File: src/logic/cies_consts.vh
// constants for the instruction execute subset block
// assumes a 14-bit instruction word, 15-bit program counter, 8-bit data
`ifndef CIES_CONSTS_VH
`define CIES_CONSTS_VH
`define CIES_OP_NONE        4'h0
`define CIES_OP_REL_JUMP    4'h1
`define CIES_OP_BIT_SET     4'h2
`define CIES_OP_SHIFT_LEFT  4'h3
`define CIES_OP_SHIFT_RIGHT 4'h4
`define CIES_OP_MOVE        4'h5
`define CIES_OP_SWAP        4'h6
`define CIES_OP_XOR_IMM     4'h7
`define CIES_OP_XOR_REG     4'h8
`define CIES_OP_DIR_LOAD    4'h9
`define CIES_DIR_PORT_A     3'h5
`define CIES_DIR_PORT_B     3'h6
`define CIES_DIR_PORT_C     3'h7
`define CIES_DIR_RESET      8'hFF
`define CIES_PC_RESET       15'h0000
`define CIES_W_RESET        8'h00
`define CIES_FLAG_RESET     1'b0
`define CIES_FADDR_RESET    7'h00
`define CIES_FDATA_RESET    8'h00
`define CIES_PC_STEP        15'h0001
`define CIES_DIR_HIGH       4'h0
`endif

File: src/logic/cies_alu.v
// combinational result and flag logic for the execute subset
// assumes operands are stable from the same clock domain
`timescale 1ns/1ps
`default_nettype none
`include "cies_consts.vh"
module cies_alu (
   input  wire [3:0] op,
   input  wire [7:0] file_data,
   input  wire [7:0] w_data,
   input  wire [7:0] literal,
   input  wire [2:0] bit_sel,
   input  wire       carry_in,
   output reg  [7:0] result,
   output reg        carry_out,
   output reg        z_update,
   output reg        c_update
);
   //////////////////////////////////////////////////////////////////////////////
   always @* begin
      result    = file_data;
      carry_out = carry_in;
      z_update  = 1'b0;
      c_update  = 1'b0;
      case (op)
         `CIES_OP_BIT_SET: begin
            result = file_data | (8'h01 << bit_sel);
         end
         `CIES_OP_SHIFT_LEFT: begin
            result    = {file_data[6:0], 1'b0};
            carry_out = file_data[7];
            z_update  = 1'b1;
            c_update  = 1'b1;
         end
         `CIES_OP_SHIFT_RIGHT: begin
            result    = {1'b0, file_data[7:1]};
            carry_out = file_data[0];
            z_update  = 1'b1;
            c_update  = 1'b1;
         end
         `CIES_OP_MOVE: begin
            result   = file_data;
            z_update = 1'b1;
         end
         `CIES_OP_SWAP: begin
            result = {file_data[3:0], file_data[7:4]};
         end
         `CIES_OP_XOR_IMM: begin
            result   = w_data ^ literal;
            z_update = 1'b1;
         end
         `CIES_OP_XOR_REG: begin
            result   = w_data ^ file_data;
            z_update = 1'b1;
         end
         default: begin
            result = w_data;
         end
      endcase
   end
endmodule // cies_alu
`default_nettype wire

File: src/logic/cies_core.v
// execute stage for the instruction subset: pc, working register, flags, direction
// assumes decoded op and operands valid with exec_valid; file data read combinationally
`timescale 1ns/1ps
`default_nettype none
`include "cies_consts.vh"
module cies_core (
   input  wire        sys_clk,
   input  wire        sys_rst,
   input  wire        exec_valid,
   input  wire [3:0]  exec_op,
   input  wire [6:0]  file_addr,
   input  wire        dest_file,
   input  wire [2:0]  bit_sel,
   input  wire [7:0]  literal,
   input  wire [7:0]  file_rdata,
   input  wire [2:0]  dc_in,
   output reg  [14:0] pc,
   output reg  [7:0]  w_reg,
   output reg         flag_c,
   output reg         flag_dc,
   output reg         flag_z,
   output reg  [7:0]  port_a_direction,
   output reg  [7:0]  port_b_direction,
   output reg  [7:0]  port_c_direction,
   output reg         file_we,
   output reg  [6:0]  file_waddr,
   output reg  [7:0]  file_wdata,
   output wire        busy
);
   //////////////////////////////////////////////////////////////////////////////
   localparam ST_RUN   = 1'b0;
   localparam ST_FLUSH = 1'b1;
   reg        state;
   wire [7:0] result;
   wire       carry_out;
   wire       z_update;
   wire       c_update;
   wire       take;
   wire       to_w;
   reg        next_state;
   cies_alu u_alu (
      .op        (exec_op),
      .file_data (file_rdata),
      .w_data    (w_reg),
      .literal   (literal),
      .bit_sel   (bit_sel),
      .carry_in  (flag_c),
      .result    (result),
      .carry_out (carry_out),
      .z_update  (z_update),
      .c_update  (c_update)
   );
   assign busy = (state == ST_FLUSH);
   assign take = exec_valid && (state == ST_RUN);
   //////////////////////////////////////////////////////////////////////////////
   // dest bit choice; xor immediate always to w
   assign to_w = (exec_op == `CIES_OP_XOR_IMM) ||
                 (!dest_file && (exec_op == `CIES_OP_SHIFT_LEFT || exec_op == `CIES_OP_SHIFT_RIGHT ||
                  exec_op == `CIES_OP_MOVE || exec_op == `CIES_OP_SWAP ||
                  exec_op == `CIES_OP_XOR_REG));
   always @* begin
      next_state = state;
      case (state)
         ST_RUN: begin
            if (take && exec_op == `CIES_OP_REL_JUMP) begin
               next_state = ST_FLUSH;
            end
         end
         ST_FLUSH: begin
            next_state = ST_RUN;
         end
         default: begin
            next_state = ST_RUN;
         end
      endcase
   end
   //////////////////////////////////////////////////////////////////////////////
   // next values and helpers
   reg  [14:0] next_pc;
   reg  [7:0]  next_w_reg;
   reg         next_flag_c;
   reg         next_flag_dc;
   reg         next_flag_z;
   reg  [7:0]  next_port_a_direction;
   reg  [7:0]  next_port_b_direction;
   reg  [7:0]  next_port_c_direction;
   reg         next_file_we;
   reg  [6:0]  next_file_waddr;
   reg  [7:0]  next_file_wdata;
   wire [14:0] pc_step;
   wire [14:0] jump_target;
   wire        discard;
   wire        is_jump;
   wire        is_dir_load;
   wire        to_file;
   wire        result_zero;
   wire        z_write;
   wire        c_write;

   //////////////////////////////////////////////////////////////////////////////
   // instruction class decode
   assign discard     = (state == ST_FLUSH);
   assign is_jump     = take && (exec_op == `CIES_OP_REL_JUMP);
   assign is_dir_load = take && (exec_op == `CIES_OP_DIR_LOAD);
   assign to_file     = !to_w && ((exec_op == `CIES_OP_BIT_SET) ||
                        (exec_op == `CIES_OP_SHIFT_LEFT) ||
                        (exec_op == `CIES_OP_SHIFT_RIGHT) ||
                        (exec_op == `CIES_OP_MOVE) ||
                        (exec_op == `CIES_OP_SWAP) ||
                        (exec_op == `CIES_OP_XOR_REG));
   assign result_zero = (result == 8'h00);
   assign z_write     = take && z_update;
   assign c_write     = take && c_update;

   //////////////////////////////////////////////////////////////////////////////
   // program counter arithmetic
   assign pc_step     = pc + `CIES_PC_STEP;
   assign jump_target = pc_step + {7'h00, w_reg};

   //////////////////////////////////////////////////////////////////////////////
   // next program counter
   always @* begin
      next_pc = pc;
      if (discard) begin
         next_pc = pc;
      end else if (is_jump) begin
         next_pc = jump_target;
      end else if (take) begin
         next_pc = pc_step;
      end
   end

   //////////////////////////////////////////////////////////////////////////////
   // next working register
   always @* begin
      next_w_reg = w_reg;
      if (take && to_w) begin
         next_w_reg = result;
      end
   end

   //////////////////////////////////////////////////////////////////////////////
   // next flags
   always @* begin
      next_flag_c = flag_c;
      if (c_write) begin
         next_flag_c = carry_out;
      end
   end

   always @* begin
      next_flag_dc = flag_dc;
   end

   always @* begin
      next_flag_z = flag_z;
      if (z_write) begin
         next_flag_z = result_zero;
      end
   end

   //////////////////////////////////////////////////////////////////////////////
   // next direction registers
   always @* begin
      next_port_a_direction = port_a_direction;
      next_port_b_direction = port_b_direction;
      next_port_c_direction = port_c_direction;
      if (is_dir_load) begin
         case (file_addr)
            {`CIES_DIR_HIGH, `CIES_DIR_PORT_A}: begin
               next_port_a_direction = w_reg;
            end
            {`CIES_DIR_HIGH, `CIES_DIR_PORT_B}: begin
               next_port_b_direction = w_reg;
            end
            {`CIES_DIR_HIGH, `CIES_DIR_PORT_C}: begin
               next_port_c_direction = w_reg;
            end
            default: begin
               next_port_a_direction = port_a_direction;
            end
         endcase
      end
   end

   //////////////////////////////////////////////////////////////////////////////
   // next file write port; undefined ops write nothing
   always @* begin
      next_file_we    = 1'b0;
      next_file_waddr = file_waddr;
      next_file_wdata = file_wdata;
      if (take && to_file) begin
         next_file_we    = 1'b1;
         next_file_waddr = file_addr;
         next_file_wdata = result;
      end
   end

   //////////////////////////////////////////////////////////////////////////////
   // registers
   always @(posedge sys_clk) begin
      if (sys_rst) begin
         state <= ST_RUN;
      end else begin
         state <= next_state;
      end
   end

   always @(posedge sys_clk) begin
      if (sys_rst) begin
         pc <= `CIES_PC_RESET;
      end else begin
         pc <= next_pc;
      end
   end

   always @(posedge sys_clk) begin
      if (sys_rst) begin
         w_reg <= `CIES_W_RESET;
      end else begin
         w_reg <= next_w_reg;
      end
   end

   always @(posedge sys_clk) begin
      if (sys_rst) begin
         flag_c <= `CIES_FLAG_RESET;
      end else begin
         flag_c <= next_flag_c;
      end
   end

   always @(posedge sys_clk) begin
      if (sys_rst) begin
         flag_dc <= `CIES_FLAG_RESET;
      end else begin
         flag_dc <= next_flag_dc;
      end
   end

   always @(posedge sys_clk) begin
      if (sys_rst) begin
         flag_z <= `CIES_FLAG_RESET;
      end else begin
         flag_z <= next_flag_z;
      end
   end

   always @(posedge sys_clk) begin
      if (sys_rst) begin
         port_a_direction <= `CIES_DIR_RESET;
      end else begin
         port_a_direction <= next_port_a_direction;
      end
   end

   always @(posedge sys_clk) begin
      if (sys_rst) begin
         port_b_direction <= `CIES_DIR_RESET;
      end else begin
         port_b_direction <= next_port_b_direction;
      end
   end

   always @(posedge sys_clk) begin
      if (sys_rst) begin
         port_c_direction <= `CIES_DIR_RESET;
      end else begin
         port_c_direction <= next_port_c_direction;
      end
   end

   always @(posedge sys_clk) begin
      if (sys_rst) begin
         file_we <= 1'b0;
      end else begin
         file_we <= next_file_we;
      end
   end

   always @(posedge sys_clk) begin
      if (sys_rst) begin
         file_waddr <= `CIES_FADDR_RESET;
      end else begin
         file_waddr <= next_file_waddr;
      end
   end

   always @(posedge sys_clk) begin
      if (sys_rst) begin
         file_wdata <= `CIES_FDATA_RESET;
      end else begin
         file_wdata <= next_file_wdata;
      end
   end

endmodule // cies_core
`default_nettype wire

File: config.mk
export PLATFORM = sky130hd
export DESIGN_NAME = cies_core
export DESIGN_NICKNAME = d
export VERILOG_FILES = /design/src/logic/cies_alu.v /design/src/logic/cies_core.v
export VERILOG_INCLUDE_DIRS = /design/src /design/src/logic
export SDC_FILE = /design/constraint.sdc
export NUM_CORES = 1
export LEC_CHECK = 0
export ABC_AREA = 1
export BUFFER_PORTS_ARGS = -buffer_cell sky130_fd_sc_hd__buf_2
export CORE_MARGIN = 5
export CORE_UTILIZATION = 54
export DETAILED_ROUTE_END_ITERATION = 10
export PLACE_DENSITY = 0.83
export SYNTH_ARGS = -nofsm -noshare
export SYNTH_HDL_FRONTEND = slang
export SYNTH_SLANG_ARGS = --single-unit
export TNS_END_PERCENT = 50
File: constraint.sdc
create_clock -name sys_clk -period 3.1 [get_ports sys_clk]
set_input_delay 0.155 -clock sys_clk [delete_from_list [all_inputs] [get_ports sys_clk]]
set_output_delay 0.155 -clock sys_clk [all_outputs]
set_load 0.02 [all_outputs]
# --- Word level (Yosys, flattened, before mapping) ---
# Cells that the tools add are included.
totals:
  wordCells: 70
  out_inout_bits: 67
  regBits: 66
op_classes:
  n_shift: 1
  n_reduce_logical: 31
  bitwise: 4
  add_sub_neg: 2
  mux: 9
  eq_ne: 12
op_table:
  columns: ["op", "n"]
  rows:
  - ["one-hot mux 8 bit (7 select lines)", 1]
  - ["two-way mux 15 bit", 2]
  - ["== test 7 x 3 -> 1 bit (second input constant)", 3]
  - ["== test 4 x 3 -> 1 bit (second input constant)", 4]
  - ["bitwise XOR 8 bit", 2]
  - ["adder 15 x 1 -> 15 bit (second input constant)", 1]
  - ["adder 15 x 8 -> 15 bit", 1]
  - ["logical OR 1 bit", 10]
  - ["AND reduction 2 bit", 5]
  - ["logical AND 1 bit", 9]
  - ["== test 4 x 2 -> 1 bit (second input constant)", 2]
  - ["== test 4 bit (second input constant)", 2]
  - ["zero test 8 bit", 1]
  - ["OR 8 bit", 1]
  - ["<< shifter 1 x 3 -> 8 bit (first input constant)", 1]
  - ["OR reduction 5 bit", 1]
  - ["== test 4 x 1 -> 1 bit (second input constant)", 1]
  - ["two-way mux 1 bit", 4]
  - ["one-hot mux 1 bit (2 select lines)", 2]
  - ["nonzero test 2 bit", 2]
  - ["zero test 1 bit", 2]
  - ["OR reduction 2 bit", 1]
  - ["NOT 1 bit", 1]

# --- Depth between registers and ports, before layout ---
# Gate-level depths: netlist of the first run.
depth:
  word_depth: 11
  depth_mapped: 17
  depth_no_buf: 17

# --- By module ---
# From an unflattened synthesis of the first run, not the netlist that was laid out.
hier_totals:
  hier_cells: 668
  area_unflattened_um2: 4262.8
by_module_without_submodules:
  columns: ["module", "seq_area_each_um2", "instances", "cells_each", "area_each_um2"]
  rows:
  - ["cies_core", 1321.3, 1, 459, 3334.4]
  - ["cies_alu", 0.0, 1, 209, 928.4]

# --- Worst setup path after synthesis of the first run ---
# No wires, ideal clock.
synth_timing:
  kind: "register to register"
  startpoint: "reg pc[0]"
  endpoint: "reg pc[12]"
  arrival_ps: 2398
  period_less_slack_ps: 2507
  slack_ps: 593
  n_path_buf: 0
  setup_time_ps: 109
  stages_incl_launch_ff: 17
  t_required_ps: 2991
  path_cell_list: "dfxtp_1 ha_1 nand2_1 nor3_2 xor2_1 inv_1 ha_1 nand2_1 nor3_1 nand2_1 nand3_1 nand2_1 nor2_1 a21o_1 nand3_1 nand2_1 inv_1"
synth_between:
  elab_chain_cells: 3
  elab_cells_between_ends: 4
  cone_classes: "add/sub (2); mux (2)"
synth_rtl:
  columns: ["item", "line_no", "source"]
  rows:
  - ["start, declared", "cies_core.v:17", "output reg [14:0] pc,"]
  - ["start signal, assigned", "cies_core.v:211", "pc <= `CIES_PC_RESET;"]
  - ["start signal, assigned", "cies_core.v:213", "pc <= next_pc;"]
  - ["adder 15 x 1 -> 15 bit (no line) *", null, null]
  - ["adder 15 x 8 -> 15 bit or two-way mux 15 bit (tied branches)", "cies_core.v:118, cies_core.v:128", null]
  - ["two-way mux 15 bit *", "cies_core.v:126", "end else if (is_jump) begin"]
# Every way passes the cells marked *; elsewhere a longest branch is shown, timed or not. The select of a mux whose other input is x is not followed.
# A chain may end at the register's enable or synchronous reset.

# --- Worst setup path after layout of the first run ---
# Same ends and word-level chain as after synthesis.

==> out/summary.log, run 1 <==
INFO  timing         max-slew-margin-rel=0.597
INFO  placed_design  place_worst_setup_slack=255ps
INFO  clock_tree     postCtsSetupRepairBufs=0
INFO  drt            final_antenna_net_count=0
INFO  drt            drt-pass1-iter-count=5
INFO  clock_tree     cts_buffers=9
INFO  min_path       hp-class=input pin to register
INFO  clock_tree     cts_max_level=3
INFO  die            io_pins=104
INFO  setup_path     worst_r2r_startpoint=pc[0]
INFO  run            cap_viol_max_count=0
INFO  placed_design  gpl.final_weighted_congestion=1.07
INFO  drt            mean_number_of_vias_per_cell=5.55
INFO  die            die_h=98.2µm
INFO  setup_path     critPathSlowestCell=sky130_fd_sc_hd__dfxtp_1
INFO  setup_path     reg2reg_to=pc[12]
INFO  drt            detail_route.wirelength=12500µm
INFO  synth          unique_cell_type_count_in_the_yosys_netlist=44
INFO  timing         timing_hold_violations_final=0
INFO  clock_tree     cts-root-buf=sky130_fd_sc_hd__clkbuf_8
INFO  clock_tree     cts_sinks=66
INFO  setup_path     timing.critical_path.cells=ha_1, nand2_1, nor3_2, xor2_1, inv_1, ha_1, nand2_1, nor3_1, nand2_1, nand3_1, nand2_1, nor2_1, a21o_1, nand3_1, nand2_1, inv_1
INFO  timing         fin_crit_sh=0.925
INFO  clock_tree     clock_insertion_delay_worst_skew=360ps
INFO  global_routing maximum_number_of_pins_on_one_net_before_global_route_repair=47
INFO  timing         fin_worst_hold_slack=62.7ps
INFO  setup_path     setup.worst_path.end_class=register
INFO  die            placement_rows=32
INFO  pwr            leakage=2.53nW
INFO  timing         finalSetupViolCount=0
INFO  synth          ys_warn_count=0
INFO  global_routing first_global_vias=4347
INFO  timing         finalClockSkew=9.45ps
INFO  timing         final_critical_path_setup_slack=233ps
INFO  layout         commonest_cells_after_routing_fill_and_taps_aside=sky130_fd_sc_hd__nand2_1 (159), sky130_fd_sc_hd__buf_2 (99), sky130_fd_sc_hd__inv_1 (72)
INFO  placed_design  dp_hpwl=9380µm
INFO  setup_path     r2r_setup_slack=230ps
INFO  drt            post_drt_wl_per_cell=15.1µm
INFO  layout         largest_register_ffs=15
INFO  pwr            max-vdd-ir-drop=218µV
INFO  timing         unrepaired_setup_endpoints_after_global_routing=no
INFO  timing         fmaxAchievable=349MHz
INFO  synth          sequential_area_share_after_synthesis=0.315
INFO  layout         final_layout_size_suffix_gt1_frac=0.212
INFO  synth          synth-edff-count=0
INFO  layout         mostFrequentLayoutCell=sky130_fd_sc_hd__nand2_1
INFO  setup_path     worst-r2r-cell-count=16
INFO  layout         syn2layout_area_growth=18.0%
INFO  die            floorplan.die.width=98.2µm
INFO  setup_path     cpPeakStageDelay=450ps
INFO  timing         timing_worst_slew_pin_value=604ps
INFO  min_path       whs_path_depth=3
INFO  synth          postSynthAreaPerCell=6.66µm²
INFO  setup_path     critPathArrivalTime=3130ps
INFO  drt            post-route-drc-count=0
INFO  global_routing grt_first_pass_wirelength=20300µm
INFO  synth          async_flop_share=0
INFO  global_routing grt_antenna_before_repair=0
INFO  die            initial_utilization=0.549
INFO  placed_design  port-buffer-count=99
INFO  setup_path     critPathKind=register to register
INFO  timing         setup_tns=0ps
INFO  setup_path     worst-endpoint-required=3360ps
INFO  synth          yosys_register_bits=66
INFO  min_path       hold-path-endpoint=file_waddr[5]
INFO  setup_path     path_max_fanout=7
INFO  timing         finalCriticalPeriod=2870ps
INFO  layout         antenna_cells=0
INFO  die            dieArea=0.00963mm²
INFO  layout         numnets_final=770
INFO  min_path       worstHoldStart=file_addr[5]
INFO  synth          syn-cell-area=0.00420mm²
INFO  synth          synthesis.nets=679
INFO  drt            drt_iter0_drc=329
INFO  synth          yosys_most_used_dff=sky130_fd_sc_hd__dfxtp_1
INFO  layout         top_register=pc
INFO  timing         slew_violations=0
INFO  setup_path     cpMostUsedCell=sky130_fd_sc_hd__nand2_1
INFO  setup_path     critical_path.startpoint_type=register
INFO  clock_tree     cts_tree=built
INFO  pwr            pwr_density_cell=428mW/mm²
INFO  global_routing groute.usage.overall=0.258
INFO  synth          syn_inst=630
INFO  run_status     status=finished, final reports clean
INFO  clock_tree     clk_pin_slew_worst_paths=80ps
INFO  clock_tree     cts.repair.resized=0
INFO  clock_tree     clk_path_buf_depth=2
INFO  drt            via_count=4595
INFO  global_routing sum_of_overflow_across_all_layers_after_global_routing=0
INFO  die            core_area=0.00765mm²
INFO  clock_tree     cts.hold.buffers_added=0
worst max-delay path, delay by kind of cell, from the launching register on:
family / cells / cell delay [ps]
compound gates: 1 / 150
xor+xnor: 1 / 230
fa+ha+maj: 2 / 530
buf+inv: 2 / 110
flops: 1 / 450
simple gates: 10 / 1320
cell type report:
cell class	count	area, µm²
tap	102	128
inverter	75	283
fill	716	2700
clock buffer	10	128
sequential	66	1320
multi-input combinational	468	2490
timing repair buffer	101	510
clock inverter	6	90.1
worst max path at each step:
stage | start | to | slack, ps | depth (start not counted)
final | pc[0] | pc[12] | 230 | 16
after detailed placement | pc[0] | pc[12] | 250 | 15
after global placement | pc[0] | pc[12] | 400 | 15
after CTS | pc[0] | pc[14] | 260 | 15
after global routing | pc[5] | pc[14] | 7 | 16
after floorplan | pc[0] | pc[12] | 590 | 16
cells by family after synthesis:
kind of cell    after synthesis  synth area share
compound gates              118             0.174
xor+xnor                     13            0.0271
fa+ha+maj                    12            0.0376
buf+inv                      96            0.0933
flops                        66             0.315
other cells                   1          0.000894
simple gates                324             0.353
through the flow:
| step | std cells | utilization | power (mW) | cell area [µm²] |
|---|---|---|---|---|
| final | 828 | 0.648 | 2.12 | 4950 |
| after global routing | 828 | 0.648 | 2.22 | 4950 |
| after CTS | 828 | 0.646 | 2.13 | 4940 |
| after detailed placement | 812 | 0.618 | 1.33 | 4730 |
| after global placement | 812 | 0.618 | 1.32 | 4730 |
| after floorplan | 630 | - | 1.20 | 4200 |
synthesized netlist by cell type (all sizes together), types with 8 or more instances:
cell type | n | area [µm²]
nand2 | 171 | 687
inv | 74 | 278
nand3 | 73 | 393
dfxtp | 66 | 1320
nor2 | 55 | 244
a21oi | 40 | 223
o21ai | 37 | 185
o211ai | 26 | 195
nor3 | 14 | 85.1
clkbuf | 13 | 48.8
ha | 11 | 138
xor2 | 10 | 87.6
buf | 8 | 60.1
metal layers:
layer / wire (µm) / up-vias / GRT usage
li1: - / 2273 / -
met1: 5140 / 2086 / 0.317
met2: 5980 / 193 / 0.440
met3: 1050 / 43 / 0.0650
met4: 348 / 0 / 0.0893
met5: 0 / - / 0
power by group:
group	leakage, nW	internal, mW	switching, mW	total, mW
logic	1.89	0.125	0.271	0.397
clock network	0.107	0.456	0.353	0.808
registers	0.538	0.881	0.0344	0.916
No activity file was read; power rests on OpenSTA's default activity.
==> run 2, diff against run 1 <==
--- a/config.mk
+++ b/config.mk
@@ -8,10 +8,13 @@
 export LEC_CHECK = 0
 export ABC_AREA = 1
 export BUFFER_PORTS_ARGS = -buffer_cell sky130_fd_sc_hd__buf_2
+export CELL_PAD_IN_SITES_DETAIL_PLACEMENT = 0
+export CELL_PAD_IN_SITES_GLOBAL_PLACEMENT = 1
+export CORE_ASPECT_RATIO = 1.5
 export CORE_MARGIN = 5
-export CORE_UTILIZATION = 54
+export CORE_UTILIZATION = 37
 export DETAILED_ROUTE_END_ITERATION = 10
-export PLACE_DENSITY = 0.83
+export PLACE_DENSITY = 0.82
 export SYNTH_ARGS = -nofsm -noshare
 export SYNTH_HDL_FRONTEND = slang
 export SYNTH_SLANG_ARGS = --single-unit
==> out/summary.log, run 2 (synthesis results as in run 1) <==
INFO  timing         finalSetupViolCount=0
INFO  die            io_pins=104
INFO  drt            detail_route.wirelength=13200µm
INFO  setup_path     critPathArrivalTime=3000ps
INFO  timing         timing_hold_violations_final=0
INFO  setup_path     cpPeakStageDelay=470ps
INFO  timing         slew_violations=0
INFO  layout         syn2layout_area_growth=20.8%
INFO  run            cap_viol_max_count=0
INFO  setup_path     worst-endpoint-required=3330ps
INFO  layout         finish.instance_area=0.00507mm²
INFO  die            floorplan.die.width=97.0µm
INFO  drt            mean_number_of_vias_per_cell=5.05
INFO  pwr            leakage=2.55nW
INFO  placed_design  port-buffer-count=99
INFO  layout         commonest_cells_after_routing_fill_and_taps_aside=sky130_fd_sc_hd__nand2_1 (159), sky130_fd_sc_hd__buf_2 (99), sky130_fd_sc_hd__inv_1 (72)
INFO  layout         mostFrequentLayoutCell=sky130_fd_sc_hd__nand2_1
INFO  timing         fin_crit_sh=0.892
INFO  setup_path     critPathBufInv=3
INFO  layout         top_register=pc
INFO  layout         largest_register_ffs=15
INFO  placed_design  gpl.final_weighted_congestion=0.899
INFO  drt            via_count=4419
INFO  global_routing grt_antenna_before_repair=0
INFO  pwr            max-vdd-ir-drop=329µV
INFO  setup_path     path_max_fanout=7
INFO  timing         max-slew-margin-rel=0.574
INFO  global_routing maximum_number_of_pins_on_one_net_before_global_route_repair=26
INFO  die            die_h=140µm
INFO  setup_path     cpMostUsedCell=sky130_fd_sc_hd__nand3_1
INFO  setup_path     setup.worst_path.end_class=register
INFO  clock_tree     cts-root-buf=sky130_fd_sc_hd__clkbuf_16
INFO  drt            drt-pass1-iter-count=4
INFO  die            placement_rows=47
INFO  min_path       hp-class=input pin to register
INFO  clock_tree     clk_path_buf_depth=2
INFO  drt            drt_iter0_drc=153
INFO  die            initial_utilization=0.380
INFO  clock_tree     postCtsSetupRepairBufs=0
INFO  setup_path     critical_path.startpoint_type=register
INFO  drt            post_drt_wl_per_cell=15.1µm
INFO  layout         final_layout_size_suffix_gt1_frac=0.214
INFO  clock_tree     cts_tree=built
INFO  clock_tree     clk_pin_slew_worst_paths=60ps
INFO  timing         setup_tns=0ps
INFO  setup_path     critPathSlowestCell=sky130_fd_sc_hd__dfxtp_1
INFO  clock_tree     cts_buffers=9
INFO  placed_design  postPlaceCellArea=0.00480mm²
INFO  global_routing sum_of_overflow_across_all_layers_after_global_routing=0
INFO  timing         unrepaired_setup_endpoints_after_global_routing=no
INFO  clock_tree     cts_max_level=3
INFO  drt            post-route-drc-count=0
INFO  timing         timing_worst_slew_pin_value=638ps
INFO  clock_tree     cts_sinks=66
INFO  clock_tree     clock_insertion_delay_worst_skew=330ps
INFO  timing         finalCriticalPeriod=2760ps
INFO  die            core_area=0.0111mm²
INFO  timing         fmaxAchievable=362MHz
INFO  global_routing first_global_vias=4193
INFO  pwr            pwr_density_cell=444mW/mm²
INFO  setup_path     critPathKind=register to register
INFO  global_routing grt_first_pass_wirelength=21200µm
INFO  run_status     status=finished, final reports clean
INFO  global_routing groute.usage.overall=0.191
INFO  setup_path     worst_path_dominant_cell_family=simple AND/OR/NAND/NOR gates
INFO  layout         antenna_cells=0
INFO  timing         finalClockSkew=5.71ps
INFO  setup_path     timing.critical_path.cells=nand3_1, nor2_2, xor2_1, inv_1, ha_1, inv_1, o21ai_0, nand3_1, nand3_1, nand2_1, nor2_1, a21o_1, nand3_1, nand2_1, inv_1
INFO  die            dieArea=0.0136mm²
INFO  layout         numnets_final=772
INFO  placed_design  dp_hpwl=10400µm
INFO  drt            final_antenna_net_count=0
-- run 2: cell type report --
type / instances / area, µm²
Clock buffer: 10 / 229
Clock inverter: 6 / 42.5
Fill cell: 1194 / 5980
Inverter: 75 / 283
Multi-Input combinational cell: 468 / 2490
Sequential cell: 66 / 1320
Tap cell: 147 / 184
Timing Repair Buffer: 103 / 526
-- run 2: worst paths after layout --
check                 startpoint             endpoint  slack, ps  depth (start not counted)
max reg2reg                pc[0]               pc[12]        340                         15
max                        pc[0]               pc[12]        340                         15
min reg2reg  port_a_direction[5]  port_a_direction[5]        470                          2
min                 file_addr[2]        file_waddr[2]         90                          3
-- run 2: layer usage --
layer / track usage / vias up / part of all wire
met4: 0.0658 / 0 / 0.018
li1: - / 2272 / -
met5: 0 / - / 0
met3: 0.0358 / 19 / 0.045
met2: 0.357 / 107 / 0.55
met1: 0.213 / 2021 / 0.39
-- run 2: worst reg2reg max path: cells and delay by family (launching register included) --
kind,cells,cell delay (ps)
compound gates,2,370
xor+xnor,1,220
fa+ha+maj,1,320
buf+inv,3,180
flops,1,470
simple gates,8,1140
-- run 2: repair_timing --
item,in CTS,in global routing
gates resized for setup,0,1
hold buffers,0,0
endpoints found under the setup margin,0,2
-- run 2: power breakdown --
group | total [mW] | switching (mW) | internal (mW) | leakage, nW
registers | 0.917 | 0.0351 | 0.882 | 0.538
logic | 0.402 | 0.276 | 0.126 | 1.88
clock network | 0.930 | 0.388 | 0.542 | 0.129
total | 2.25 | 0.699 | 1.55 | 2.55
-- run 2: metrics by stage --
stage / utilization / instances / setup slack (ps) / hold WS (ps) / power, mW
2_1_floorplan: - / 630 / 593 / 313 / 1.20
3_3_place_gp: 0.434 / 859 / 351 / 417 / 1.33
3_5_place_dp: 0.434 / 859 / 290 / 431 / 1.34
4_1_cts: 0.458 / 875 / 279 / 81.9 / 2.27
5_1_grt: 0.459 / 875 / 6.13 / 99.8 / 2.35
6_report: 0.459 / 875 / 335 / 92.0 / 2.25
